### src/inc/card_prop_cfg.svh
// card_prop_cfg.svh: constants for the card property field decoder
// assumes inclusion by bare name; definitions only
`ifndef CARD_PROP_CFG_SVH
`define CARD_PROP_CFG_SVH

// ------------------------------------------------------------
// field widths
// ------------------------------------------------------------
`define CP_GRP_CODE_W 5
`define CP_BLEN_CODE_W 4
`define CP_SPEED_W 3
`define CP_ECC_W 2
`define CP_FMT_W 2
`define CP_CLASS_W 12
`define CP_CRC_W 7

// ------------------------------------------------------------
// encodings and limits
// ------------------------------------------------------------
`define CP_BLEN_MAX_CODE 4'hb
`define CP_ECC_NONE 2'h0
`define CP_ECC_BCH 2'h1
`define CP_ECC_BCH_BITS 2'h3
`define CP_FMT_GRP_STD 1'h0
`define CP_FMT_PARTITIONED 2'h0
`define CP_FMT_FLOPPY 2'h1
`define CP_FMT_UNIVERSAL 2'h2
`define CP_FMT_OTHER 2'h3

// ------------------------------------------------------------
// command class ranges
// ------------------------------------------------------------
`define CP_CLASS_ALL 12'h3ff
`define CP_CLASS_ERASE 12'h1e0
`define CP_CLASS_PROTECT 12'h1c0

// ------------------------------------------------------------
// reset values
// ------------------------------------------------------------
`define CP_RST_COPY 1'h0
`define CP_RST_PERM 1'h0
`define CP_RST_TEMP 1'h0

`endif

### src/inc/card_prop_pkg.sv
// card_prop_pkg: types for the card property field decoder
// assumes card_prop_cfg.svh is on the include path
`include "card_prop_cfg.svh"

package card_prop_pkg;

    // factory image of the descriptor's latter fields
    typedef struct packed {
        logic [`CP_GRP_CODE_W-1:0] eraseGroupSizeCode;
        logic [`CP_GRP_CODE_W-1:0] eraseGroupMultiplierCode;
        logic [`CP_GRP_CODE_W-1:0] protectGroupSizeCode;
        logic protectGroupEnable;
        logic [`CP_ECC_W-1:0] recommendedCorrection;
        logic [`CP_SPEED_W-1:0] writeSpeedFactor;
        logic [`CP_BLEN_CODE_W-1:0] writeBlockLengthCode;
        logic writePartialAllowed;
        logic contentProtectSupport;
        logic [`CP_CLASS_W-1:0] classSupportMask;
        logic [`CP_CRC_W-1:0] factoryCrc;
    } factory_fields_t;

    // host-rewritable fields
    typedef struct packed {
        logic fileFormatGroup;
        logic copyFlag;
        logic permanentProtect;
        logic temporaryProtect;
        logic [`CP_FMT_W-1:0] fileFormat;
        logic [`CP_ECC_W-1:0] storedCorrection;
        logic [`CP_CRC_W-1:0] crc;
    } settable_fields_t;

    // decoded file format
    typedef enum logic [2:0] {
        FMT_PARTITIONED,
        FMT_FLOPPY,
        FMT_UNIVERSAL,
        FMT_OTHER,
        FMT_RESERVED
    } file_format_t;

    // write/erase command offered to the gate
    typedef struct packed {
        logic isErase;
        logic [11:0] byteLen;
        logic [3:0] cmdClass;
    } wr_cmd_t;

endpackage : card_prop_pkg

### src/rtl/card_size_calc.sv
// card_size_calc: registered erase-unit and protect-group sizing
// assumes inputs stable or updated synchronously to core_clk
`timescale 1ns/1ps
`include "card_prop_cfg.svh"

module card_size_calc #(
    parameter int CODE_W = `CP_GRP_CODE_W
) (
    input wire logic core_clk, // system clock
    input wire logic rstn, // async reset, active low
    input wire logic [CODE_W-1:0] sizeCode, // erase group size code
    input wire logic [CODE_W-1:0] multCode, // erase group multiplier code
    input wire logic [CODE_W-1:0] wpCode, // protect group size code
    output logic [2*CODE_W+1:0] eraseUnit_r, // write blocks per erase unit
    output logic [CODE_W:0] wpGroups_r // erase groups per protect group
);
    // refuse code widths the sizing logic cannot serve
    if (CODE_W < 1 || CODE_W > 15)
    begin : badCodeW
        $error("card_size_calc: CODE_W out of range");
    end

    // ------------------------------------------------------------
    // size products
    // ------------------------------------------------------------
    logic [CODE_W:0] sizeP1;
    logic [CODE_W:0] multP1;
    assign sizeP1 = {1'b0, sizeCode} + {{CODE_W{1'b0}}, 1'b1};
    assign multP1 = {1'b0, multCode} + {{CODE_W{1'b0}}, 1'b1};

    // erase unit register
    always_ff @(posedge core_clk or negedge rstn)
    begin
        if (!rstn)
            eraseUnit_r <= '0;
        else
            eraseUnit_r <= sizeP1 * multP1;
    end

    // protect group register
    always_ff @(posedge core_clk or negedge rstn)
    begin
        if (!rstn)
            wpGroups_r <= '0;
        else
            wpGroups_r <= {1'b0, wpCode} + {{CODE_W{1'b0}}, 1'b1};
    end
endmodule : card_size_calc

### src/rtl/card_blen_decode.sv
// card_blen_decode: block length code to byte count, registered
// assumes code presented synchronously to core_clk
`timescale 1ns/1ps
`include "card_prop_cfg.svh"

module card_blen_decode (
    input wire logic core_clk, // system clock
    input wire logic rstn, // async reset, active low
    input wire logic [`CP_BLEN_CODE_W-1:0] code, // block length code
    output logic [11:0] bytes_r, // block length in bytes, zero if reserved
    output logic reserved_r // code is reserved
);
    logic isRes;
    assign isRes = code > `CP_BLEN_MAX_CODE;

    // length decode, 2^n bytes
    always_ff @(posedge core_clk or negedge rstn)
    begin
        if (!rstn)
        begin
            bytes_r <= 12'h000;
            reserved_r <= 1'b0;
        end
        else
        begin
            bytes_r <= isRes ? 12'h000 : (12'h001 << code);
            reserved_r <= isRes;
        end
    end
endmodule : card_blen_decode

### src/rtl/card_property_field_decode.sv
// card_property_field_decode: latter descriptor fields, decode and write gate
// assumes factory image is static and host controls arrive as one-cycle pulses
`timescale 1ns/1ps
`include "card_prop_cfg.svh"

module card_property_field_decode #(
    parameter bit ROM_CARD = 1'b0,
    parameter bit CONTENT_PROT_IMPL = 1'b1
) (
    input wire logic core_clk, // system clock, 20 MHz
    input wire logic rstn, // async reset, active low
    input wire card_prop_pkg::factory_fields_t factory, // factory image
    input wire logic hostWrite, // host rewrites settable fields, pulse
    input wire card_prop_pkg::settable_fields_t hostData, // new settable values
    input wire logic cmdValid, // write/erase command offered, pulse
    input wire card_prop_pkg::wr_cmd_t cmd, // command details
    output card_prop_pkg::settable_fields_t settable_r, // current settable fields
    output logic [11:0] eraseUnit_r, // write blocks per erase unit
    output logic [5:0] wpGroups_r, // erase groups per protect group
    output logic groupProtectAvail_r, // group protection offered
    output logic [7:0] writeSpeedMult_r, // program time multiple of read
    output logic [11:0] writeBlockBytes_r, // write block length in bytes
    output logic writeBlockReserved_r, // write length code reserved
    output logic [11:0] minWriteBytes_r, // shortest accepted write block
    output logic contentProtect_r, // content protection supported
    output card_prop_pkg::file_format_t fileFormatDec_r, // decoded file format
    output logic [1:0] eccBits_r, // correctable bits per block
    output logic eccReserved_r, // stored correction code reserved
    output logic recEccReserved_r, // recommended code reserved
    output logic crcMatchesFactory_r, // checksum equals factory value
    output logic [11:0] eraseClasses_r, // classes hit by erase group size
    output logic [11:0] protectClasses_r, // classes hit by protect fields
    output logic [11:0] globalClasses_r, // classes hit by copy/protect/crc
    output logic writeProtected_r, // whole card write protected
    output logic cmdDone_r, // command answered, pulse
    output logic cmdAccepted_r, // command may proceed
    output logic cmdRefused_r // command refused, memory untouched
);
    // ------------------------------------------------------------
    // sizing submodules
    // ------------------------------------------------------------
    logic [11:0] writeBytes;
    logic writeRes;
    logic [11:0] eraseUnitW;
    logic [5:0] wpGroupsW;

    card_size_calc #(.CODE_W(`CP_GRP_CODE_W)) sizeCalc (
        .core_clk(core_clk),
        .rstn(rstn),
        .sizeCode(factory.eraseGroupSizeCode),
        .multCode(factory.eraseGroupMultiplierCode),
        .wpCode(factory.protectGroupSizeCode),
        .eraseUnit_r(eraseUnitW),
        .wpGroups_r(wpGroupsW)
    );

    card_blen_decode blenDec (
        .core_clk(core_clk),
        .rstn(rstn),
        .code(factory.writeBlockLengthCode),
        .bytes_r(writeBytes),
        .reserved_r(writeRes)
    );

    assign eraseUnit_r = eraseUnitW;
    assign wpGroups_r = wpGroupsW;
    assign writeBlockBytes_r = writeBytes;
    assign writeBlockReserved_r = writeRes;

    // ------------------------------------------------------------
    // settable fields
    // ------------------------------------------------------------
    logic crcLoaded_r;

    // copy and protect bits; copy and permanent only ever set
    always_ff @(posedge core_clk or negedge rstn)
    begin
        if (!rstn)
        begin
            settable_r.copyFlag <= `CP_RST_COPY;
            settable_r.permanentProtect <= `CP_RST_PERM;
            settable_r.temporaryProtect <= `CP_RST_TEMP;
        end
        else if (hostWrite)
        begin
            settable_r.copyFlag <= settable_r.copyFlag | hostData.copyFlag;
            settable_r.permanentProtect <= settable_r.permanentProtect
                | hostData.permanentProtect;
            settable_r.temporaryProtect <= hostData.temporaryProtect;
        end
    end

    // file format fields, frozen on a ROM card
    always_ff @(posedge core_clk or negedge rstn)
    begin
        if (!rstn)
        begin
            settable_r.fileFormatGroup <= `CP_FMT_GRP_STD;
            settable_r.fileFormat <= `CP_FMT_PARTITIONED;
        end
        else if (hostWrite && !ROM_CARD)
        begin
            settable_r.fileFormatGroup <= hostData.fileFormatGroup;
            settable_r.fileFormat <= hostData.fileFormat;
        end
    end

    // stored correction code, default none
    always_ff @(posedge core_clk or negedge rstn)
    begin
        if (!rstn)
            settable_r.storedCorrection <= `CP_ECC_NONE;
        else if (hostWrite)
            settable_r.storedCorrection <= hostData.storedCorrection;
    end

    // checksum: factory value after reset, host value once rewritten
    always_ff @(posedge core_clk or negedge rstn)
    begin
        if (!rstn)
        begin
            settable_r.crc <= '0;
            crcLoaded_r <= 1'b0;
        end
        else if (hostWrite)
        begin
            settable_r.crc <= hostData.crc;
            crcLoaded_r <= 1'b1;
        end
        else if (!crcLoaded_r)
        begin
            settable_r.crc <= factory.factoryCrc;
            crcLoaded_r <= 1'b1;
        end
    end

    // checksum comparison
    always_ff @(posedge core_clk or negedge rstn)
    begin
        if (!rstn)
            crcMatchesFactory_r <= 1'b0;
        else
            crcMatchesFactory_r <= crcLoaded_r
                && (settable_r.crc == factory.factoryCrc);
    end

    // ------------------------------------------------------------
    // factory field decode
    // ------------------------------------------------------------
    // group protection, speed, partial length, content protection
    always_ff @(posedge core_clk or negedge rstn)
    begin
        if (!rstn)
        begin
            groupProtectAvail_r <= 1'b0;
            writeSpeedMult_r <= 8'h00;
            minWriteBytes_r <= 12'h000;
            contentProtect_r <= 1'b0;
        end
        else
        begin
            groupProtectAvail_r <= factory.protectGroupEnable;
            writeSpeedMult_r <= 8'h01 << factory.writeSpeedFactor;
            minWriteBytes_r <= factory.writePartialAllowed ? 12'h001 : writeBytes;
            contentProtect_r <= CONTENT_PROT_IMPL
                & factory.contentProtectSupport;
        end
    end

    // file format decode
    always_ff @(posedge core_clk or negedge rstn)
    begin
        if (!rstn)
            fileFormatDec_r <= card_prop_pkg::FMT_PARTITIONED;
        else if (settable_r.fileFormatGroup != `CP_FMT_GRP_STD)
            fileFormatDec_r <= card_prop_pkg::FMT_RESERVED;
        else
        begin
            unique case (settable_r.fileFormat)
                `CP_FMT_PARTITIONED: fileFormatDec_r <= card_prop_pkg::FMT_PARTITIONED;
                `CP_FMT_FLOPPY: fileFormatDec_r <= card_prop_pkg::FMT_FLOPPY;
                `CP_FMT_UNIVERSAL: fileFormatDec_r <= card_prop_pkg::FMT_UNIVERSAL;
                `CP_FMT_OTHER: fileFormatDec_r <= card_prop_pkg::FMT_OTHER;
            endcase
        end
    end

    // correction code decode
    always_ff @(posedge core_clk or negedge rstn)
    begin
        if (!rstn)
        begin
            eccBits_r <= 2'h0;
            eccReserved_r <= 1'b0;
            recEccReserved_r <= 1'b0;
        end
        else
        begin
            eccBits_r <= (settable_r.storedCorrection == `CP_ECC_BCH)
                ? `CP_ECC_BCH_BITS : 2'h0;
            eccReserved_r <= settable_r.storedCorrection[1];
            recEccReserved_r <= factory.recommendedCorrection[1];
        end
    end

    // ------------------------------------------------------------
    // command class map
    // ------------------------------------------------------------
    always_ff @(posedge core_clk or negedge rstn)
    begin
        if (!rstn)
        begin
            eraseClasses_r <= 12'h000;
            protectClasses_r <= 12'h000;
            globalClasses_r <= 12'h000;
        end
        else
        begin
            eraseClasses_r <= `CP_CLASS_ERASE;
            protectClasses_r <= factory.protectGroupEnable
                ? `CP_CLASS_PROTECT : 12'h000;
            globalClasses_r <= `CP_CLASS_ALL;
        end
    end

    // ------------------------------------------------------------
    // write and erase gate
    // ------------------------------------------------------------
    logic prot;
    logic lenBad;
    assign prot = settable_r.permanentProtect | settable_r.temporaryProtect;
    assign lenBad = !cmd.isErase && (writeRes || cmd.byteLen == 12'h000
        || cmd.byteLen > writeBytes
        || (!factory.writePartialAllowed && cmd.byteLen != writeBytes));

    // protection level seen outside
    always_ff @(posedge core_clk or negedge rstn)
    begin
        if (!rstn)
            writeProtected_r <= 1'b0;
        else
            writeProtected_r <= prot;
    end

    // one-cycle answer to each offered command
    always_ff @(posedge core_clk or negedge rstn)
    begin
        if (!rstn)
        begin
            cmdDone_r <= 1'b0;
            cmdAccepted_r <= 1'b0;
            cmdRefused_r <= 1'b0;
        end
        else
        begin
            cmdDone_r <= cmdValid;
            cmdAccepted_r <= cmdValid && !prot && !lenBad;
            cmdRefused_r <= cmdValid && (prot || lenBad);
        end
    end
endmodule : card_property_field_decode

### config.mk
export PLATFORM = sky130hd
export DESIGN_NAME = card_property_field_decode
export DESIGN_NICKNAME = d
export VERILOG_FILES = /design/src/inc/card_prop_pkg.sv /design/src/rtl/card_size_calc.sv /design/src/rtl/card_blen_decode.sv /design/src/rtl/card_property_field_decode.sv
export VERILOG_INCLUDE_DIRS = /design/src /design/src/inc
export SDC_FILE = /design/constraint.sdc
export NUM_CORES = 1
export LEC_CHECK = 0
export BUFFER_PORTS_ARGS = -buffer_cell sky130_fd_sc_hd__buf_2
export CORE_UTILIZATION = 44
export CTS_CLUSTER_DIAMETER = 80
export DETAILED_ROUTE_END_ITERATION = 10
export PLACE_DENSITY = 0.77
export SYNTH_ARGS = -nofsm -noshare
export SYNTH_HDL_FRONTEND = slang
export SYNTH_HIERARCHICAL = 1
export SYNTH_SLANG_ARGS = --single-unit
### constraint.sdc
create_clock -name core_clk -period 1.65 [get_ports core_clk]
set_input_delay 0.2475 -clock core_clk [delete_from_list [all_inputs] [get_ports core_clk]]
set_output_delay 0.2475 -clock core_clk [all_outputs]
set_load 0.01 [all_outputs]
==> metrics.csv, run 1 <==
metric,value,unit
cap_violations,0,
cts.htree.levels,3,
post-route-period-util,193.3,%
clockBufferDepth,2,
tritoncts,built,
rsz0062_at_grt,true,
hold_depth,1,
clkPwrFrac,28.2,%
final_max_slew_viol_count,0,
drt_drc_violations_left,0,
avgViaCountPerCell,4.783,
cp_max_fo,3,
cpMostUsedCell,fa_1,
ys_dominant_reg_cell,dfrtp_1,
min_to,cmdDone_r$_DFF_PN0_,
power,5.868,mW
dr_wl_met3,548,um
clock_skew,0.008060,ns
p_comb_share,34.3,%
routed_wl,10.54,mm
ios,198,
dp.final_hpwl,8.178,mm
cp-end-kind,flop,
synth.distinct_cells,53,
placed_area,0.005806,mm^2
clock_sinks,80,
dr_wl_met2,5.463,mm
hold_start,cmdValid,
clock_latency,0.35,ns
highest_layer,met4,
syn_to_final_growth,36.65,%
fin_area,0.006410,mm^2
fmax,313.5,MHz
avgRoutedWirePerCell,14.10,um
outcome,finished with violations,
ys_warn_count,6,
dr.pass1.iters,4,
row_count,37,
reg2regPathDepth,6,
grt-ovfl-total,0,
synth_area_leader_cell,dfrtp_1,
synth_top_cells_by_area,"dfrtp_1 (43%), ha_1 (9.3%), fa_1 (7.3%)",
cp_cell_sequence,"buf_8, ha_4, nand3_4, xor2_4, nor2_2, fa_1, inv_2, fa_1, fa_1, inv_2, ha_4, nor2b_4, o2111a_1, o31ai_2, xnor2_1",
p_switching,1.754,mW
reg2reg_to,cmdAccepted_r$_DFF_PN0_,
crit_path_start_kind,primary input,
vdd.ir_drop.worst,0.0003994,V
crit_arrival,3.46,ns
wl_met1,4.299,mm
antennaDiodeCount,0,
violations,setup timing,
cts-root-buf,clkbuf_8,
cp_data_required_time,1.92,ns
final_util,62.09,%
pwr_density_cell,915.5,mW/mm^2
die_width,105.3,um
vias,3578,
slowest_delay,0.52,ns
place.port_buffers,161,
hold_path_class,primary input to flop,
synth_edf_count,0,
cp_top_family,adder cells,
crit_type,primary input to flop,
ys_top_cells_by_count,"dfrtp_1 (80), inv_1 (41), nor2_1 (40)",
coreArea,0.01032,mm^2
start_util,45.44,%
switching_share,29.88,%
synth.most_common_cell,dfrtp_1,
finalHoldViolCount,0,
yosysTopAreaCellShare,42.68,%
ys_seq_area_share,42.68,%
antenna_found_initial,0,
layout-drive-gt1-share,47.39,%
synth_seq_cells,80,
seq_power_share,37.6,%
path_buf_inv,3,
finalSetupViolations,10,
place.gp.congestion,0.8565,
r2r_slack,-0.02,ns
pre_cts_ws,-2.020,ns
grt_max_degree,38,
die_h,105.3,um
grt_pass1_wl,17.10,mm
power_leakage,3.303,nW
rr_startpoint,blenDec/bytes_r[10]$_DFF_PN0_,
hold_slack,0.06029,ns
nNetsFinal,741,
cts_buffers,9,
synth_cells,418,
n_fill_cell,794,
period_minus_slack,3.190,ns
netlist_area,0.004691,mm^2
drt-initial-drc-count,159,
clk_pin_slew_worst_paths,0.08,ns
async_flop_share,100.0,%
ant_nets,0,
syn_area_per_cell,11.22,um^2
dieArea,0.01108,mm^2
p_int,4.115,mW
slowest_stage,fa_1,
grt_usage,19.64,%
crit_cells,15,
grt_pass1_vias,3612,
fin_ws,-1.540,ns
==> cell usage in the layout, fill, tap and decap left out, types with 6 or more instances in the layout <==
| cell | count |
|---|---|
| inv_1 | 35 |
| o21ai_0 | 11 |
| conb_1 | 20 |
| buf_2 | 156 |
| clkbuf_8 | 12 |
| ha_4 | 9 |
| mux2i_1 | 8 |
| mux2_2 | 6 |
| ha_1 | 26 |
| fa_1 | 16 |
| inv_2 | 7 |
| nand2_1 | 14 |
| nor2_1 | 33 |
| xnor2_1 | 13 |
| dfrtp_1 | 80 |
| nand3_1 | 7 |
| buf_4 | 36 |
==> worst max path at each step <==
stage | end | slack [ns] | startpoint
floorplan | sizeCalc/eraseUnit_r[10]$_DFF_PN0_ | -1.75 | factory[37]
global placement | sizeCalc/eraseUnit_r[11]$_DFF_PN0_ | -1.95 | factory[41]
detailed placement | sizeCalc/eraseUnit_r[11]$_DFF_PN0_ | -2.02 | factory[41]
CTS | sizeCalc/eraseUnit_r[10]$_DFF_PN0_ | -1.60 | factory[36]
global route | sizeCalc/eraseUnit_r[8]$_DFF_PN0_ | -1.61 | factory[41]
finish | sizeCalc/eraseUnit_r[11]$_DFF_PN0_ | -1.54 | factory[41]
==> metal layers <==
layer,global-route usage [%],vias up
li1,-,1705
met1,23.09,1728
met2,34.92,124
met3,4.267,21
met4,7.545,0
met5,0,-
==> power by group through the flow <==
stage               clock (mW)  combinational [mW]  sequential (mW)
CTS                       1.70                1.86             2.21
detailed placement           0                1.69             2.24
global placement             0                1.62             2.24
floorplan                    0               0.964             2.34
finish                    1.65                2.01             2.20
global route              1.78                2.20             2.23
==> timing repair <==
action / in CTS / in global routing
setup endpoints to repair: 11 / 11
hold endpoints to repair: 31 / 0
hold buffers: 4 / 0
setup buffers: 4 / 4
pin swaps: 38 / 30
resized for setup: 40 / 14
==> cell type report <==
type                       count  area [um^2]  area share, %
multi-input combinational    268         2613          40.76
sequential                    80         2002          31.23
timing repair buffer         206         1227          19.15
tap                          136        170.2          2.655
clock buffer                  12        165.2          2.577
inverter                      42        157.7          2.459
clock inverter                 4        75.07          1.171
==> kinds of logic (layout without fill, tap and decap cells) <==
kind of cell / count (synthesis) / after routing / share of synthesized area, %
compound gates: 34 / 34 / 5.228
simple gates: 122 / 122 / 16.64
fa+ha+maj: 52 / 52 / 16.59
mux: 14 / 14 / 3.147
xor+xnor: 26 / 26 / 5.015
other cells: 2 / 20 / 0.1601
buf+inv: 88 / 264 / 10.54
flops: 80 / 80 / 42.68
==> flip-flops by register name, indices dropped and copies added, names as in the netlist, 3 cells and up <==
signal	cells
sizeCalc/wpGroups_r	6
settable_r	15
minWriteBytes_r	12
blenDec/bytes_r	12
fileFormatDec_r	3
writeSpeedMult_r	8
sizeCalc/eraseUnit_r	12
==> stage by stage <==
stage | setup TNS (ns) | cells
CTS | -11.15 | 744
detailed placement | -15.79 | 720
finish | -11.51 | 748
floorplan | -12.70 | 436
global route | -12.30 | 748
global placement | -15.15 | 720
Power figures use the tool's default switching activity.
==> run 2: changes to the inputs <==
--- a/constraint.sdc
+++ b/constraint.sdc
@@ -3,2 +3,2 @@
 set_output_delay 0.2475 -clock core_clk [all_outputs]
-set_load 0.01 [all_outputs]
+set_load 0.02 [all_outputs]
==> metrics.csv, run 2 (synthesized netlist as in run 1, its figures left out) <==
metric,value,unit,change
outcome,finished with violations,,
violations,setup timing,,
cp_max_fo,3,,unchanged
cts-root-buf,clkbuf_8,,
cp_data_required_time,1.92,ns,about the same
place.gp.congestion,0.8552,,-0.15%
dieArea,0.01108,mm^2,unchanged
period_minus_slack,3.304,ns,+0.1140 ns
die_h,105.3,um,unchanged
vias,3632,,+1.5%
pwr_density_cell,890.8,mW/mm^2,-2.7%
place.port_buffers,161,,unchanged
fin_area,0.006491,mm^2,+1.3%
largest_reg_flops,15,,unchanged
hold_path_class,primary input to flop,,
multiInputGateArea,0.002710,mm^2,+3.7%
ant_nets,0,,unchanged
grt-ovfl-total,0,,unchanged
cts.htree.levels,3,,unchanged
row_count,37,,unchanged
coreArea,0.01032,mm^2,unchanged
rsz0062_at_grt,true,,
drt-initial-drc-count,129,,-19%
grt_usage,19.56,%,-0.085 points
placedCellCount,718,,-0.28%
n_fill_cell,775,,-2.4%
hold_slack,0.07167,ns,+0.01138 ns
grt_max_degree,38,,unchanged
clockBufferDepth,2,,unchanged
layout-drive-gt1-share,50.00,%,+2.6 points
seq_area,0.002007,mm^2,+0.25%
finalSetupViolations,12,,+2
cap_violations,0,,unchanged
crit_type,primary input to flop,,
final_max_slew_viol_count,0,,unchanged
crit_path_start_kind,primary input,,
dr_wl_met2,5.789,mm,+6.0%
final_common_cell,buf_2,,
routed_wl,10.86,mm,+2.9%
clock_latency,0.35,ns,about the same
largest-register,settable_r,,
mostFrequentLayoutCells,"buf_2 (155), dfrtp_1 (76), buf_4 (38)",,
start_util,45.44,%,unchanged
ios,198,,unchanged
crit_arrival,3.58,ns,+0.12 ns
nNetsFinal,743,,+0.27%
highest_layer,met4,,
timing.setup.tns,-12.19,ns,-0.6720 ns
grt_pass1_wl,16.93,mm,-0.97%
clk_pin_slew_worst_paths,0.07,ns,about the same
drt_drc_violations_left,0,,unchanged
avgViaCountPerCell,4.843,,+1.2%
dr_wl_met3,524,um,-4.4%
power_leakage,3.288,nW,-0.44%
grt_pass1_vias,3606,,-0.17%
wl_met1,4.319,mm,+0.47%
die_width,105.3,um,unchanged
clock_sinks,80,,unchanged
finalHoldViolCount,0,,unchanged
fmax,302.7,MHz,-3.4%
dr.pass1.iters,4,,unchanged
post-route-period-util,200.3,%,+6.9 points
antennaDiodeCount,0,,unchanged
stdcell_count,750,,+0.27%
dp.final_hpwl,8.124,mm,-0.65%
cp-end-kind,flop,,
vdd.ir_drop.worst,0.0004889,V,+22%
cts_buffers,9,,unchanged
pre_cts_ws,-2.061,ns,-0.04145 ns
placed_area,0.005796,mm^2,-0.17%
tritoncts,built,,
syn_to_final_growth,38.38,%,
antenna_found_initial,0,,unchanged
avgRoutedWirePerCell,14.47,um,+2.7%
clock_skew,0.009810,ns,+0.001750 ns
fin_ws,-1.654,ns,-0.1140 ns
-- run 2: worst max-delay path, stage by stage --
cell	delay, ns
buf_8	0.11
ha_4	0.16
buf_6	0.12
xnor2_4	0.21
nor2_2	0.08
fa_1	0.55
inv_2	0.04
fa_1	0.48
fa_1	0.52
inv_2	0.06
ha_4	0.23
nor2b_4	0.12
o2111a_2	0.28
o31ai_4	0.24
xnor2_1	0.14
-- run 2: worst paths after layout --
check,start,endpoint,slack (ns),cells past startpoint
worst min register to register,settable_r[8]$_DFFE_PN0P_,eccReserved_r$_DFF_PN0_,0.43,0
worst max register to register,blenDec/bytes_r[1]$_DFF_PN0_,cmdRefused_r$_DFF_PN0_,-0.04,7
worst min-delay path,cmdValid,cmdDone_r$_DFF_PN0_,0.07,1
min in group asynchronous,rstn,crcMatchesFactory_r$_DFF_PN0_,0.43,2
max in group asynchronous,rstn,contentProtect_r$_DFF_PN0_,0.69,3
worst max-delay path,factory[37],sizeCalc/eraseUnit_r[11]$_DFF_PN0_,-1.65,15
-- run 2: final cells by class --
| type | instances | share of cell area (%) |
|---|---|---|
| timing repair buffer | 208 | 19.24 |
| sequential | 80 | 30.92 |
| tap | 136 | 2.621 |
| clock inverter | 5 | 0.8674 |
| inverter | 42 | 2.429 |
| multi-input combinational | 268 | 41.75 |
| clock buffer | 11 | 2.178 |
-- run 2: metal layers --
| metal | vias up | global-route usage (%) |
|---|---|---|
| met5 | - | 0 |
| met4 | 0 | 7.746 |
| met3 | 19 | 2.968 |
| met2 | 132 | 35.39 |
| met1 | 1772 | 23.22 |
| li1 | 1709 | - |
-- run 2: stage by stage --
step           util, %  power [mW]
6_report         62.88       5.782
3_5_place_dp     56.14       4.081
2_1_floorplan        -       3.478
5_1_grt          62.88       6.113
3_3_place_gp     56.14       4.030
4_1_cts          60.84       5.619
-- run 2: repair_timing --
item                                   CTS  global route
pin swaps                               37            25
buffers inserted                         9             3
setup endpoints to repair               11            12
hold buffers                             4             0
resized for setup                       43            33
endpoints found under the hold margin   37             0
-- run 2: where the power goes --
part	internal, mW	total, mW	switching (mW)
sequential	2.14	2.21	0.0737
clock	0.737	1.40	0.658
combinational	0.972	2.17	1.20
==> run 3: changes to the inputs <==
==> constraint.sdc (replaced) <==
create_clock -name core_clk -period 1.65 [get_ports core_clk]
set_input_delay 0.0825 -clock core_clk [delete_from_list [all_inputs] [get_ports core_clk]]
set_output_delay 0.0825 -clock core_clk [all_outputs]
set_load 0.01 [all_outputs]
==> metrics.csv, run 3 (synthesized netlist as in run 1, its figures left out) <==
metric,value,unit,change
post-route-period-util,185.9,%,-14 points
grt-ovfl-total,0,,unchanged
place.port_buffers,161,,unchanged
grt_usage,20.72,%,+1.2 points
routed_wl,11.70,mm,+7.8%
finalSetupViolations,10,,-2
antenna_found_initial,0,,unchanged
row_count,37,,unchanged
crit_type,primary input to flop,,
violations,setup timing,,
outcome,finished with violations,,
avgViaCountPerCell,4.793,,-1.0%
cts-root-buf,clkbuf_8,,
avgRoutedWirePerCell,15.03,um,+3.9%
antennaDiodeCount,0,,unchanged
p_int,4.056,mW,+5.4%
cp_max_fo,5,,+2
grt_pass1_wl,18.07,mm,+6.7%
mostFrequentLayoutCells,"buf_2 (154), dfrtp_1 (80), buf_4 (37)",,
coreArea,0.01032,mm^2,unchanged
cts_buffers,9,,unchanged
period_minus_slack,3.068,ns,-0.2360 ns
p_switching,1.767,mW,-8.7%
ant_nets,0,,unchanged
slowest_stage,fa_1,,
vias,3729,,+2.7%
power,5.823,mW,+0.70%
cpMostUsedCell,fa_1,,
tritoncts,built,,
fmax,325.9,MHz,+7.7%
drt-initial-drc-count,207,,+60%
rsz0062_at_grt,true,,
grt_pass1_vias,3792,,+5.2%
nNetsFinal,771,,+3.8%
pre_cts_ws,-1.860,ns,+0.2014 ns
cp_data_required_time,1.92,ns,about the same
clockBufferDepth,2,,unchanged
n_fill_cell,716,,-7.6%
ios,198,,unchanged
placed_area,0.005806,mm^2,+0.17%
placedCellCount,720,,+0.28%
grt_max_degree,45,,+18%
seq_power_share,38.0,%,-0.3 points
fin_area,0.006854,mm^2,+5.6%
slowest_delay,0.52,ns,-0.03 ns
layout-drive-gt1-share,47.98,%,-2.0 points
cp_cell_sequence,"buf_6, and3_4, xor2_4, buf_6, nand2_1, fa_1, inv_2, fa_1, inv_1, fa_1, inv_2, ha_4, a21oi_4, nor2b_4, o31ai_4, xnor2_1",,
clock_sinks,80,,unchanged
fin_ws,-1.418,ns,+0.2360 ns
power_leakage,3.414,nW,+3.8%
hold_path_class,primary input to flop,,
finalHoldViolCount,0,,unchanged
die_h,105.3,um,unchanged
die_width,105.3,um,unchanged
drt_drc_violations_left,0,,unchanged
p_comb_share,35.4,%,-2.2 points
cp-end-kind,flop,,
final_common_cell,buf_2,,
switching_share,30.34,%,-3.1 points
final_max_slew_viol_count,0,,unchanged
place.gp.congestion,0.8501,,-0.60%
stdcell_count,778,,+3.7%
pwr_density_cell,849.5,mW/mm^2,-4.6%
clock_latency,0.34,ns,about the same
dieArea,0.01108,mm^2,unchanged
start_util,45.44,%,unchanged
syn_to_final_growth,46.12,%,
final_util,66.39,%,+3.5 points
dr.pass1.iters,6,,+2
dp.final_hpwl,8.163,mm,+0.48%
crit_arrival,3.34,ns,-0.24 ns
cts.htree.levels,3,,unchanged
vdd.ir_drop.worst,0.0004371,V,-11%
crit_path_start_kind,primary input,,
largest-register,settable_r,,
clkPwrFrac,26.6,%,+2.5 points
largest_reg_flops,15,,unchanged
clk_pin_slew_worst_paths,0.08,ns,about the same
hold_slack,0.06808,ns,-0.003587 ns
clock_skew,0.009100,ns,-0.0007101 ns
timing.setup.tns,-9.816,ns,+2.370 ns
cap_violations,0,,unchanged
run 3: changes by cell type in the layout (fill, tap and decap cells not counted), moves of 3 or more:
cell | before | now
ha_4 | 11 | 14
ha_1 | 24 | 21
dlygate4sd3_1 | 4 | 31
dfrtp_2 | 4 | 0
buf_6 | 6 | 10
xnor2_2 | 4 | 1
dfrtp_1 | 76 | 80
run 3: area by class of cell:
cell class              count  area, um^2  area share, %
clock buffers              11       141.4          2.063
flip-flops and latches     80        2002          29.21
clock inverters             5       80.08          1.168
repair buffers            236        1536          22.42
well taps                 136       170.2          2.483
multi-input cells         268        2766          40.36
inverters                  42       157.7          2.300
run 3: power by group through the flow:
stage | sequential [mW] | clock [mW] | combinational [mW]
floorplan | 2.34 | 0 | 0.964
finish | 2.21 | 1.55 | 2.06
CTS | 2.21 | 1.61 | 1.94
detailed placement | 2.25 | 0 | 1.69
global placement | 2.24 | 0 | 1.63
global route | 2.23 | 1.69 | 2.25
run 3: path summary, 6_finish.rpt:
kind                            depth (start not counted)                          start  slack [ns]                                  to
worst max-delay path                                   16                    factory[37]       -1.42  sizeCalc/eraseUnit_r[11]$_DFF_PN0_
worst min-delay path                                    3                    factory[41]        0.07   sizeCalc/eraseUnit_r[0]$_DFF_PN0_
worst max register to register                          6  blenDec/bytes_r[11]$_DFF_PN0_       -0.03             cmdAccepted_r$_DFF_PN0_
worst min register to register                          0      settable_r[8]$_DFFE_PN0P_        0.44             eccReserved_r$_DFF_PN0_
max in group asynchronous                               3                           rstn        0.95        minWriteBytes_r[3]$_DFF_PN0_
min in group asynchronous                               2                           rstn        0.15        fileFormatDec_r[2]$_DFF_PN0_
run 3: metal layers:
layer	wire, um	share of wire [%]	vias to the layer above	GRT usage, %
met2	6415	55	123	37.50
met4	85	0.73	0	6.640
li1	-	-	1767	-
met1	4612	39	1832	24.35
met5	0	0	-	0
met3	583	5.0	7	4.453
run 3: critical path: cells and delay by family:
| kind | cells | cell delay (ns) |
|---|---|---|
| buf+inv | 5 | 0.34 |
| simple gates | 3 | 0.37 |
| xor+xnor | 2 | 0.34 |
| fa+ha+maj | 4 | 1.76 |
| compound gates | 2 | 0.42 |
run 3: what timing repair did:
item                                    4_1_cts  5_1_grt
hold buffers                                 31        0
endpoints found under the hold margin       112        0
endpoints found under the setup margin       11       11
pin swaps                                    42       28
gates resized for setup                      53       29
buffers inserted                              4        7
